### src/design/ctsi_pkg.sv
// Constants for the CAN transmit scheduler and interrupt code block.
// Assumes a 32-bit AXI4-Lite register bus and one system clock.
package ctsi_pkg;
  localparam int CTSI_NBUF = 15;
  localparam int CTSI_IDX_W = 4;
  localparam int CTSI_ERR_W = 8;
  localparam int CTSI_ADDR_W = 8;
  localparam int CTSI_ERR_BIT = 15;
  // Buffer condition codes; bit 0 is the busy bit, bit 3 the transmit bit.
  localparam logic [3:0] ST_RX_IDLE = 4'h0;
  localparam logic [3:0] ST_RX_ARMED = 4'h2;
  localparam logic [3:0] ST_RX_HOLD = 4'h4;
  localparam logic [3:0] ST_RX_LOST = 4'h6;
  localparam logic [3:0] ST_TX_IDLE = 4'h8;
  localparam logic [3:0] ST_AWAIT_REMOTE = 4'hA;
  localparam logic [3:0] ST_TX_SINGLE = 4'hC;
  localparam logic [3:0] ST_TX_THEN_AWAIT = 4'hE;
  localparam int ST_BUSY_POS = 0;
  localparam int ST_TX_POS = 3;
  // Register byte offsets.
  localparam logic [7:0] OFF_BUF_BASE = 8'h00;
  localparam logic [7:0] OFF_BUF_END = 8'h3C;
  localparam logic [7:0] OFF_IPND = 8'h40;
  localparam logic [7:0] OFF_IEN = 8'h44;
  localparam logic [7:0] OFF_ICLR = 8'h48;
  localparam logic [7:0] OFF_STPND = 8'h4C;
  localparam logic [7:0] OFF_EDIAG = 8'h50;
  localparam logic [7:0] OFF_SCHED = 8'h54;
  localparam int STPND_FLAG_POS = 4;
  localparam logic [15:0] IEN_RST = 16'h0000;
  localparam logic [3:0] PRI_RST = 4'h0;
  localparam logic [1:0] RESP_OKAY = 2'h0;
  localparam logic [1:0] RESP_SLVERR = 2'h2;
endpackage

### src/design/ctsi_top.sv
// Transmit scheduling, buffer condition codes and interrupt code logic.
// Assumes a protocol engine that sends the offered buffer and reports
// frame start, CRC start, success and failure as one-cycle pulses.
`timescale 1ns/1ps
module ctsi_top
  import ctsi_pkg::*;
#(
  parameter int NBUF = CTSI_NBUF,
  parameter int ERR_W = CTSI_ERR_W
) (
  // Clock and reset
  input wire logic mclk,
  input wire logic sys_rst,
  // AXI4-Lite slave
  input wire logic [CTSI_ADDR_W-1:0] s_axi_awaddr,
  input wire logic s_axi_awvalid,
  output logic s_axi_awready,
  input wire logic [31:0] s_axi_wdata,
  input wire logic [3:0] s_axi_wstrb,
  input wire logic s_axi_wvalid,
  output logic s_axi_wready,
  output logic [1:0] s_axi_bresp,
  output logic s_axi_bvalid,
  input wire logic s_axi_bready,
  input wire logic [CTSI_ADDR_W-1:0] s_axi_araddr,
  input wire logic s_axi_arvalid,
  output logic s_axi_arready,
  output logic [31:0] s_axi_rdata,
  output logic [1:0] s_axi_rresp,
  output logic s_axi_rvalid,
  input wire logic s_axi_rready,
  // Protocol engine transmit side
  output logic tx_req,
  output logic [CTSI_IDX_W-1:0] tx_buf_idx,
  input wire logic tx_start,
  input wire logic crc_start,
  input wire logic tx_done,
  input wire logic tx_remote_sent,
  input wire logic tx_fail,
  // Protocol engine receive side
  input wire logic rx_store,
  input wire logic [CTSI_IDX_W-1:0] rx_store_idx,
  input wire logic rx_remote,
  input wire logic [CTSI_IDX_W-1:0] rx_remote_idx,
  // Bus errors
  input wire logic bus_error,
  input wire logic [ERR_W-1:0] bus_error_bits,
  // Interrupt line
  output logic irq
);
  logic [3:0] st_r [NBUF];
  logic [3:0] pri_r [NBUF];
  logic [15:0] pend_r, ien_r, en_pend, clr_vec, set_vec;
  logic [ERR_W-1:0] ediag_r;
  logic sel_valid_r, cur_active_r, crc_seen_r;
  logic [CTSI_IDX_W-1:0] sel_idx_r, cur_idx_r, best_idx;
  logic [7:0] best_rank, sel_rank;
  logic best_valid, window, sched_ok, do_mark, cancel;
  logic [NBUF-1:0] req;
  logic aw_hold_r, w_hold_r, wr_go;
  logic [CTSI_ADDR_W-1:0] aw_addr_r;
  logic [31:0] w_data_r, rd_data;
  logic [3:0] w_strb_r;
  logic wr_buf, wr_hit, rd_hit;
  logic [CTSI_IDX_W-1:0] wr_idx;
  logic irq_flag;
  logic [3:0] irq_code;

  // AXI4-Lite write path: address and data are taken in either order.
  assign s_axi_awready = !aw_hold_r && !s_axi_bvalid;
  assign s_axi_wready = !w_hold_r && !s_axi_bvalid;
  assign wr_go = aw_hold_r && w_hold_r;
  assign wr_idx = aw_addr_r[5:2];
  assign wr_buf = wr_go && w_strb_r[0] && (aw_addr_r <= OFF_BUF_END)
                  && (32'(wr_idx) < NBUF);
  assign wr_hit = (aw_addr_r <= OFF_BUF_END && 32'(wr_idx) < NBUF)
                  || aw_addr_r == OFF_IEN || aw_addr_r == OFF_ICLR
                  || aw_addr_r == OFF_EDIAG || aw_addr_r == OFF_IPND
                  || aw_addr_r == OFF_STPND || aw_addr_r == OFF_SCHED;

  always_ff @(posedge mclk) begin
    if (sys_rst) begin
      aw_hold_r <= 1'b0;
      w_hold_r <= 1'b0;
      aw_addr_r <= '0;
      w_data_r <= '0;
      w_strb_r <= '0;
      s_axi_bvalid <= 1'b0;
      s_axi_bresp <= RESP_OKAY;
    end else begin
      if (s_axi_awvalid && s_axi_awready) begin
        aw_hold_r <= 1'b1;
        aw_addr_r <= {s_axi_awaddr[CTSI_ADDR_W-1:2], 2'b00};
      end
      if (s_axi_wvalid && s_axi_wready) begin
        w_hold_r <= 1'b1;
        w_data_r <= s_axi_wdata;
        w_strb_r <= s_axi_wstrb;
      end
      if (wr_go) begin
        aw_hold_r <= 1'b0;
        w_hold_r <= 1'b0;
        s_axi_bvalid <= 1'b1;
        s_axi_bresp <= wr_hit ? RESP_OKAY : RESP_SLVERR;
      end else if (s_axi_bready) begin
        s_axi_bvalid <= 1'b0;
      end
    end
  end

  // Read path: one cycle from address to data.
  assign s_axi_arready = !s_axi_rvalid;
  always_comb begin
    logic [CTSI_IDX_W-1:0] ri;
    ri = s_axi_araddr[5:2];
    rd_data = '0;
    rd_hit = 1'b1;
    if (s_axi_araddr <= OFF_BUF_END && 32'(ri) < NBUF)
      rd_data = {24'h0, pri_r[ri], st_r[ri]};
    else if (s_axi_araddr[7:2] == OFF_IPND[7:2])
      rd_data = {16'h0, pend_r};
    else if (s_axi_araddr[7:2] == OFF_IEN[7:2])
      rd_data = {16'h0, ien_r};
    else if (s_axi_araddr[7:2] == OFF_STPND[7:2])
      rd_data = {27'h0, irq_flag, irq_code};
    else if (s_axi_araddr[7:2] == OFF_EDIAG[7:2])
      rd_data = 32'(ediag_r);
    else if (s_axi_araddr[7:2] == OFF_SCHED[7:2])
      rd_data = {22'h0, cur_active_r, cur_idx_r, sel_valid_r, sel_idx_r};
    else if (s_axi_araddr[7:2] != OFF_ICLR[7:2])
      rd_hit = 1'b0;
  end

  always_ff @(posedge mclk) begin
    if (sys_rst) begin
      s_axi_rvalid <= 1'b0;
      s_axi_rdata <= '0;
      s_axi_rresp <= RESP_OKAY;
    end else if (s_axi_arvalid && s_axi_arready) begin
      s_axi_rvalid <= 1'b1;
      s_axi_rdata <= rd_data;
      s_axi_rresp <= rd_hit ? RESP_OKAY : RESP_SLVERR;
    end else if (s_axi_rready) begin
      s_axi_rvalid <= 1'b0;
    end
  end

  // Requesting buffers and the best rank among them.
  always_comb begin
    logic [7:0] rk;
    rk = 8'h00;
    best_valid = 1'b0;
    best_idx = '0;
    best_rank = 8'hFF;
    for (int i = 0; i < NBUF; i++) begin
      req[i] = st_r[i] == ST_TX_SINGLE || st_r[i] == ST_TX_THEN_AWAIT;
      rk = {pri_r[i], CTSI_IDX_W'(i)};
      // Strict compare in rising index order keeps the lower index on a tie.
      if (req[i] && (!best_valid || rk < best_rank)) begin
        best_valid = 1'b1;
        best_idx = CTSI_IDX_W'(i);
        best_rank = rk;
      end
    end
  end

  assign sel_rank = {pri_r[sel_idx_r], sel_idx_r};
  assign window = !cur_active_r || crc_seen_r;
  assign cancel = wr_buf && sel_valid_r && wr_idx == sel_idx_r
                  && w_data_r[3:0] == ST_TX_IDLE;
  assign sched_ok = window && !tx_start && !tx_done && !tx_fail && !cancel;
  assign do_mark = sched_ok && best_valid
                   && (!sel_valid_r || best_rank < sel_rank);
  // The next frame is offered as soon as it is chosen, so the engine can
  // arbitrate again straight after the previous frame ends.
  assign tx_req = sel_valid_r;
  assign tx_buf_idx = sel_idx_r;

  always_ff @(posedge mclk) begin
    if (sys_rst) begin
      sel_valid_r <= 1'b0;
      sel_idx_r <= '0;
      cur_active_r <= 1'b0;
      cur_idx_r <= '0;
      crc_seen_r <= 1'b0;
    end else begin
      if (tx_start && sel_valid_r) begin
        cur_active_r <= 1'b1;
        cur_idx_r <= sel_idx_r;
        sel_valid_r <= 1'b0;
        crc_seen_r <= 1'b0;
      end else if (tx_done || tx_fail) begin
        cur_active_r <= 1'b0;
        crc_seen_r <= 1'b0;
      end else if (crc_start) begin
        crc_seen_r <= 1'b1;
      end
      if (cancel) begin
        sel_valid_r <= 1'b0;
      end else if (do_mark) begin
        sel_valid_r <= 1'b1;
        sel_idx_r <= best_idx;
      end
    end
  end

  // Buffer condition codes and the events they raise.
  always_ff @(posedge mclk) begin
    if (sys_rst) begin
      for (int i = 0; i < NBUF; i++) begin
        st_r[i] <= ST_RX_IDLE;
        pri_r[i] <= PRI_RST;
      end
    end else begin
      for (int i = 0; i < NBUF; i++) begin
        if (tx_done && cur_active_r && 32'(cur_idx_r) == i) begin
          if (st_r[i] == (ST_TX_THEN_AWAIT | 4'h1))
            st_r[i] <= ST_AWAIT_REMOTE;
          else
            st_r[i] <= tx_remote_sent ? ST_RX_ARMED : ST_TX_IDLE;
        end else if (tx_fail && cur_active_r && 32'(cur_idx_r) == i) begin
          st_r[i][ST_BUSY_POS] <= 1'b0;
        end else if (do_mark && 32'(best_idx) == i) begin
          st_r[i][ST_BUSY_POS] <= 1'b1;
        end else if (do_mark && sel_valid_r && 32'(sel_idx_r) == i) begin
          st_r[i][ST_BUSY_POS] <= 1'b0;
        end else if (cancel && 32'(wr_idx) == i) begin
          st_r[i] <= ST_TX_IDLE;
        end else if (rx_remote && 32'(rx_remote_idx) == i
                     && st_r[i] == ST_AWAIT_REMOTE) begin
          st_r[i] <= ST_TX_THEN_AWAIT;
        end else if (rx_store && 32'(rx_store_idx) == i
                     && !st_r[i][ST_TX_POS] && st_r[i] != ST_RX_IDLE) begin
          st_r[i] <= st_r[i] == ST_RX_ARMED ? ST_RX_HOLD : ST_RX_LOST;
        end else if (wr_buf && 32'(wr_idx) == i
                     && !st_r[i][ST_BUSY_POS]) begin
          // The busy bit is never written; busy buffers keep their word, except a picked unstarted one, which a write of idle cancels.
          st_r[i] <= {w_data_r[3:1], 1'b0};
          pri_r[i] <= w_data_r[7:4];
        end
      end
    end
  end

  // Interrupt sources: set wins over a clear in the same cycle.
  always_comb begin
    set_vec = '0;
    for (int i = 0; i < NBUF; i++) begin
      set_vec[i] = (tx_done && cur_active_r && 32'(cur_idx_r) == i)
        || (rx_remote && 32'(rx_remote_idx) == i
            && st_r[i] == ST_AWAIT_REMOTE)
        || (rx_store && 32'(rx_store_idx) == i && !st_r[i][ST_TX_POS]
            && st_r[i] != ST_RX_IDLE);
    end
    set_vec[CTSI_ERR_BIT] = bus_error;
  end
  assign clr_vec = (wr_go && aw_addr_r == OFF_ICLR)
                   ? (w_data_r[15:0] & {{8{w_strb_r[1]}}, {8{w_strb_r[0]}}})
                   : 16'h0000;

  always_ff @(posedge mclk) begin
    if (sys_rst) begin
      pend_r <= '0;
      ien_r <= IEN_RST;
      ediag_r <= '0;
    end else begin
      pend_r <= (pend_r & ~clr_vec) | set_vec;
      if (wr_go && aw_addr_r == OFF_IEN) begin
        if (w_strb_r[0]) ien_r[7:0] <= w_data_r[7:0];
        if (w_strb_r[1]) ien_r[15:8] <= w_data_r[15:8];
      end
      ediag_r <= (ediag_r & ~((wr_go && aw_addr_r == OFF_EDIAG)
                 ? w_data_r[ERR_W-1:0] : '0))
                 | (bus_error ? bus_error_bits : '0);
    end
  end

  // Code of the top enabled request, recomputed every cycle.
  assign en_pend = pend_r & ien_r;
  always_comb begin
    irq_flag = 1'b0;
    irq_code = 4'h0;
    if (en_pend[CTSI_ERR_BIT]) begin
      irq_flag = 1'b1;
    end else begin
      for (int i = NBUF - 1; i >= 0; i--) begin
        if (en_pend[i]) begin
          irq_flag = 1'b1;
          irq_code = 4'(i + 1);
        end
      end
    end
  end
  assign irq = |en_pend;
endmodule // ctsi_top

### config.mk
export PLATFORM = sky130hd
export DESIGN_NAME = ctsi_top
export DESIGN_NICKNAME = d
export VERILOG_FILES = /design/src/design/ctsi_pkg.sv /design/src/design/ctsi_top.sv
export SDC_FILE = /design/constraint.sdc
export NUM_CORES = 1
export LEC_CHECK = 0
export BUFFER_PORTS_ARGS = -buffer_cell sky130_fd_sc_hd__buf_2
export CORE_AREA = 2 2 180 182
export CTS_CLUSTER_SIZE = 16
export DETAILED_ROUTE_END_ITERATION = 7
export DIE_AREA = 0 0 182 184
export GPL_TIMING_DRIVEN = 0
export PLACE_DENSITY = 0.85
export SLEW_MARGIN = 20
export SYNTH_ARGS = -nofsm -noshare
export SYNTH_HDL_FRONTEND = slang
export SYNTH_SLANG_ARGS = --single-unit
export TNS_END_PERCENT = 30
### constraint.sdc
create_clock -name mclk -period 27.8 [get_ports mclk]
set_input_delay 2.78 -clock mclk [delete_from_list [all_inputs] [get_ports mclk]]
set_output_delay 2.78 -clock mclk [all_outputs]
set_load 0.005 [all_outputs]
==> reports/summary.txt, run 1 <==
Achievable Freq: 38.4 MHz
Final period utilization: 93.8%
CP max stage delay: 0.62 ns
Comb pwr share: 22.6%
Syn avg cell area: 8.35 um^2
P_int: 0.000639 W
DRT Pass-1 Iters: 8
Worst-Skew Late Latency: 0.55 ns
Final setup fails: 0
Top post-synthesis cells by area: edfxtp_1 21%, dfxtp_1 12%, mux4_2 6.3%, nand2_1 6.0%, nor2_1 4.9%
GPL Wtd Cong: 1.13
Post-layout min period: 26.07 ns
Hold-critical path depth: 2
Initial antenna violation count: 3
Clk root buf: clkbuf_16
Cell Area, Synth: 0.0172 mm^2
Adder-Cell Fraction of Synth Area: 2.99%
GR Overflow Total: 0
Placed insts: 2562
First-pass GRT wire length: 108 mm
Reg2reg end: pri_r[9][3]
Final Hold Fails: 0
Total die area: 0.0335 mm^2
IO buf count: 88
Vias in the first global route: 16900
Main synth FF type: edfxtp_1
Failing checks: design-rule violations
Library cells used by synthesis: 110
Sw power: 0.000304 W
All-Layer GR Usage: 43.8%
Number of I/O pins: 130
Synth Area in Simple Gates: 27.3%
Layout area overhead: 11.9%
Slowest CP cell: or4_1
Worst reg-to-reg setup slack: 1.73 ns
Most common cell after layout, fill and taps aside: nand2_1
Die Span X: 182 um
Nets: 2315
Vias: 18400
CP Data Required Time: 28.01 ns
Setup crit start: st_r[0][2]
Sinks on the clock net: 221
Crit path launch type: flop
DR WL/cell: 28.5 um
CTS tree: built
Clk pin slew, worst setup/hold paths: 0.07 ns
Synth Instances: 2055
WL final: 74.6 mm
Worst-path fanout max: 10
Reg2Reg Launch Point: st_r[0][2]
Cell row count: 65
Crit. End Element: flop
Xor and xnor area share after synthesis: 0.204%
Post-synth top area cell: edfxtp_1
HP Class: flop to flop
Mux share of post-synthesis cell area: 10.4%
Share of cells above drive strength 1: 14.7%
Critical path type: flop to flop
P per Cell Area: 49.1 mW/mm^2
Tot Pwr: 0.000943 W
Main combinational cell family by area after synthesis: simple AND/OR/NAND/NOR gates
VDD IR max: 0.0547 mV
Max-Cap Viols: 0
Reg2Reg Depth: 129
Worst Max-Slew Pin Slew: 1.21 ns
Sw Share: 32.2%
Status: finished, violations left
Final WS setup: 1.73 ns
YS warnings: 0
Max Slew Vio Count: 0
Clock skew: 0.0146 ns
Detailed Route Iter0 Violations: 2513
Core ar.: 0.0314 mm^2
DRC Markers: 2
Number of synthesized flops with an enable pin: 120
Clock buffer count from CTS: 23
Max Root-Sink Buffers: 3
Post-route insts no fill: 2614
Most frequent CP cell: ha_1
Most frequent cells in the layout: 274 x nand2_1, 217 x nor2_1, 120 x edfxtp_1
Initial core utilization: 54.7%
Dpl hpwl: 58.2 mm
Share of the synthesized area in the top cell type: 21.0%
Htree depth: 1
Post-Route Utilization: 61.2%
DIE HEIGHT: 184 um
Sequential share of the synthesized area: 32.8%
Final ANT Viol Nets: 0
Seq pwr share: 40.2%
Static Leak: 7.28 nW
DP Worst Slack: -0.638 ns
#FFs+latches synth: 221
Worst min-delay path endpoint: w_strb_r[1]
Worst Path Arrival: 26.28 ns
Slew Limit Headroom: 19.6%
Hold wc startpoint: w_strb_r[1]
Asr flop ratio synth: 0%
Routed vias/inst: 7.03
Clk pwr share: 37.2%
Largest net degree at the start of global routing: 16
Synth Area in Compound Gates: 21.4%
Cts hold-fix bufs: 0
## registers in the layout (all words and copies together) (netlist names), named ones only
name          cells
pri_r            60
tx_req            1
aw_hold_r         1
crc_seen_r        1
tx_buf_idx        4
ien_r            16
aw_addr_r         6
s_axi_bresp       1
w_strb_r          2
s_axi_rresp       1
s_axi_rvalid      1
s_axi_rdata      16
pend_r           16
cur_idx_r         4
ediag_r           8
w_data_r         16
st_r             60
w_hold_r          1
cur_active_r      1
s_axi_bvalid      1
## logic make-up (layout without fill, tap and decap cells)
family,Yosys count,count (layout)
xor gates and xnor gates,4,4
adders and majority gates,41,41
buffers and inverters,198,334
and+or+nand+nor,950,950
DFF,221,221
muxes,116,116
AOI/OAI and AO/OA,524,524
other,1,22
## cell usage after synthesis (all sizes together) (25+ instances only)
cell type,n
nor3,109
nor4,39
nor2,223
a21o,28
nand2,276
o21ai,120
dfxtp,101
or2,25
nand2b,36
buf,49
nand3,63
a211oi,26
ha,41
inv,79
mux4,48
a31oi,30
and2,25
a21oi,120
mux2i,58
clkbuf,69
edfxtp,120
## per-layer routing
metal	routed length (um)	GRT usage, %	part of all wire [%]	vias to the layer above
li1	-	-	-	7987
met1	27700	55.7	37	8691
met2	31500	67.2	42	1369
met3	8630	8.00	12	322
met4	6650	31.6	8.9	2
met5	15	0	0.020	-
## critical path: cells and delay by family, from the launching register on
family / cells / cell delay [ns]
flops: 1 / 0.53
fa+ha+maj: 15 / 3.82
buf+inv: 17 / 2.09
simple gates: 37 / 6.86
compound gates: 53 / 10.30
mux: 7 / 2.12
## worst max path at each step
stage / to / slack [ns]
final: pri_r[9][3] / 1.73
after floorplan: pri_r[8][0] / 4.65
after global routing: st_r[4][1] / -0.04
after CTS: pri_r[10][2] / 0.17
after global placement: st_r[5][3] / -0.11
after detailed placement: st_r[5][3] / -0.64
## power by group through the flow
stage / logic (W) / clock network [W] / registers [W]
finish: 0.000213 / 0.000351 / 0.000379
detailed placement: 0.000198 / 0 / 0.000384
global placement: 0.000194 / 0 / 0.000384
global route: 0.000226 / 0.000361 / 0.000380
floorplan: 0.000133 / 0 / 0.000376
CTS: 0.000200 / 0.000348 / 0.000377
## cell type report
class,count,area [um^2]
plain buffers,117,559
multi-input cells,1653,10900
diodes,4,10.0
clock inverters,17,236
repair buffers,95,493
flip-flops and latches,221,5630
fillers,2748,12200
inverters,80,300
well taps,402,503
clock buffers,25,603
## repair_timing
item,4_1_cts,5_1_grt
setup buffers,0,7
endpoints found under the setup margin,186,229
pin swaps,0,1
gates resized for setup,7,36
## per-stage QoR
step | setup TNS (ns) | hold WS [ns] | cell area (um^2)
2_1_floorplan | 0 | 0.445 | 17200
3_3_place_gp | -0.112 | 0.455 | 18200
3_5_place_dp | -33.07 | 0.470 | 18200
4_1_cts | 0 | 0.478 | 19000
5_1_grt | -0.477 | 0.501 | 19200
6_report | 0 | 0.484 | 19200
(Power assumes the default switching activity.)
==> run 2: changes to the inputs <==
--- a/config.mk
+++ b/config.mk
@@ -6,12 +6,15 @@
 export NUM_CORES = 1
 export LEC_CHECK = 0
 export BUFFER_PORTS_ARGS = -buffer_cell sky130_fd_sc_hd__buf_2
-export CORE_AREA = 2 2 180 182
+export CELL_PAD_IN_SITES_DETAIL_PLACEMENT = 0
+export CELL_PAD_IN_SITES_GLOBAL_PLACEMENT = 1
+export CORE_AREA = 2 2 195 197
 export CTS_CLUSTER_SIZE = 16
 export DETAILED_ROUTE_END_ITERATION = 7
-export DIE_AREA = 0 0 182 184
+export DIE_AREA = 0 0 197 199
 export GPL_TIMING_DRIVEN = 0
-export PLACE_DENSITY = 0.85
+export HOLD_SLACK_MARGIN = 0.03
+export PLACE_DENSITY = 0.93
 export SLEW_MARGIN = 20
 export SYNTH_ARGS = -nofsm -noshare
 export SYNTH_HDL_FRONTEND = slang
==> reports/summary.txt, run 2 (same netlist as run 1, synthesis figures left out) <==
Detailed Route Iter0 Violations: 2354 (-6.3%)
Post-route insts no fill: 2685 (+2.7%)
Nets: 2317 (+0.086%)
Crit. End Element: flop
Initial core utilization: 46.2% (-8.4 points)
Dpl hpwl: 60.4 mm (+3.7%)
Worst-path fanout max: 10 (unchanged)
Antenna cells: 0 (-4)
FF/Latch Area: 0.00563 mm^2 (unchanged)
Crit path launch type: flop
Comb pwr share: 22.8% (+0.2 points)
Static Leak: 7.29 nW (+0.19%)
Most frequent CP cell: ha_1
Slew Limit Headroom: 18.3% (-1.3 points)
CP Data Required Time: 28.01 ns (about the same)
Htree depth: 1 (unchanged)
Status: finished, violations left
Critical path type: flop to flop
Most common cell after layout, fill and taps aside: nand2_1
Final setup fails: 0 (unchanged)
Die Span X: 197 um (+8.2%)
Sinks on the clock net: 221 (unchanged)
GR Overflow Total: 0 (unchanged)
Initial antenna violation count: 1 (-2)
Post-layout min period: 25.93 ns (-0.137 ns)
Total die area: 0.0392 mm^2 (+17%)
Hold_ws: 0.474 ns (-0.0101 ns)
WL final: 77.2 mm (+3.6%)
Final ANT Viol Nets: 0 (unchanged)
Filler cell count: 3525 (+28%)
Routed vias/inst: 6.75 (-4.0%)
Final Hold Fails: 0 (unchanged)
Placed insts: 2634 (+2.8%)
Clk pwr share: 36.7% (-0.5 points)
Vias: 18100 (-1.4%)
DRT Pass-1 Iters: 8 (unchanged)
Multi-input logic area: 0.0109 mm^2 (+0.60%)
DRC Markers: 1 (-1)
Slowest CP cell: nor4_2
Cell row count: 71 (+9.2%)
IO buf count: 88 (unchanged)
Max Slew Vio Count: 0 (unchanged)
Clk pin slew, worst setup/hold paths: 0.06 ns (about the same)
Failing checks: design-rule violations
Sw Share: 32.8% (+0.56 points)
Worst-Skew Late Latency: 0.55 ns (about the same)
Largest registers: pri_r x60, st_r x60
Max Root-Sink Buffers: 3 (unchanged)
Final period utilization: 93.3% (-0.49 points)
Vias in the first global route: 17000 (+0.91%)
VDD IR max: 0.0390 mV (-29%)
Clk root buf: clkbuf_16
Worst Path Arrival: 26.15 ns (-0.13 ns)
Sw power: 0.000308 W (+1.2%)
Most frequent cells in the layout: 275 x nand2_1, 217 x nor2_1, 120 x edfxtp_1
DR WL/cell: 28.8 um (+0.84%)
Largest net degree at the start of global routing: 16 (unchanged)
Max-Cap Viols: 0 (unchanged)
CTS tree: built
Achievable Freq: 38.6 MHz (+0.53%)
CP max stage delay: 0.68 ns (+0.06 ns)
Core ar.: 0.0371 mm^2 (+18%)
Number of I/O pins: 130 (unchanged)
All-Layer GR Usage: 38.9% (-4.9 points)
First-pass GRT wire length: 111 mm (+2.4%)
HP Class: flop to flop
P per Cell Area: 48.5 mW/mm^2 (-1.3%)
DIE HEIGHT: 199 um (+8.2%)
Share of cells above drive strength 1: 15.0% (+0.30 points)
GPL Wtd Cong: 1.05 (-7.3%)
Worst Max-Slew Pin Slew: 1.23 ns (+0.0193 ns)
Clock skew: 0.0162 ns (+0.00164 ns)
P_int: 0.000630 W (-1.3%)
Clock buffer count from CTS: 25 (+8.7%)
Post-Route Utilization: 52.1% (-9.1 points)
Layout area overhead: 12.8%
Seq pwr share: 40.5% (+0.3 points)
## run 2: cell types whose count changed in the layout (fill, tap and decap cells not counted), sizes merged, moves of 2 or more
| cell | before | now |
|---|---|---|
| diode | 4 | 0 |
| clkbuf | 93 | 101 |
| clkinv | 5 | 7 |
| buf | 144 | 142 |
| clkinvlp | 4 | 1 |
| bufinv | 5 | 2 |
## run 2: worst paths after layout
check	cells after the start	end	slack [ns]	start
setup / recovery	131	pri_r[3][0]	1.87	st_r[0][3]
hold / removal	2	w_data_r[15]	0.47	w_data_r[15]
setup reg to reg	131	pri_r[3][0]	1.87	st_r[0][3]
hold reg to reg	2	w_data_r[15]	0.47	w_data_r[15]
## run 2: stage by stage
stage	setup WS, ns	cell area (um^2)	power [W]	setup TNS [ns]
after floorplan	4.65	17200	0.000509	0
after global placement	-0.153	18300	0.000582	-0.747
after detailed placement	-0.692	18300	0.000585	-39.98
after CTS	0.0619	19100	0.000924	0
after global routing	-0.0139	19300	0.000965	-0.0747
final	1.87	19300	0.000938	0
## run 2: routing by layer
| layer | vias to the layer above | part of all wire (%) | track usage (%) |
|---|---|---|---|
| met1 | 8600 | 38 | 48.9 |
| met2 | 1236 | 44 | 62.0 |
| met4 | 2 | 7.8 | 25.9 |
| met5 | - | 0.019 | 0 |
| li1 | 8015 | - | - |
| met3 | 261 | 11 | 6.29 |
## run 2: layout make-up
type | instances | area share (%)
timing repair buffer | 95 | 2.55
inverter | 80 | 1.55
clock buffer | 31 | 3.56
tap | 474 | 3.06
sequential | 221 | 29.1
multi-input combinational | 1653 | 56.5
buffer | 117 | 2.92
clock inverter | 14 | 0.757
## run 2: power groups by stage
stage | combinational, W | clock, W | sequential, W
finish | 0.000214 | 0.000344 | 0.000380
floorplan | 0.000133 | 0 | 0.000376
global placement | 0.000197 | 0 | 0.000385
detailed placement | 0.000200 | 0 | 0.000385
CTS | 0.000202 | 0.000344 | 0.000378
global route | 0.000229 | 0.000356 | 0.000380
## run 2: worst max-delay path: cells and delay by family, from the launching register on
family,cells,cell delay (ns)
AO/OA/AOI/OAI,54,10.36
adder cells (fa/ha/maj),15,4.14
buffers and inverters,20,2.68
flip-flops,1,0.35
multiplexers,7,2.09
AND/OR/NAND/NOR,35,5.93
## run 2: what timing repair did
item	CTS	global route
pin swaps	0	4
endpoints found under the hold margin	0	0
buffers inserted	0	7
gates resized for setup	7	48
setup endpoints to repair	188	229
hold buffers	0	0
gates cloned	0	0
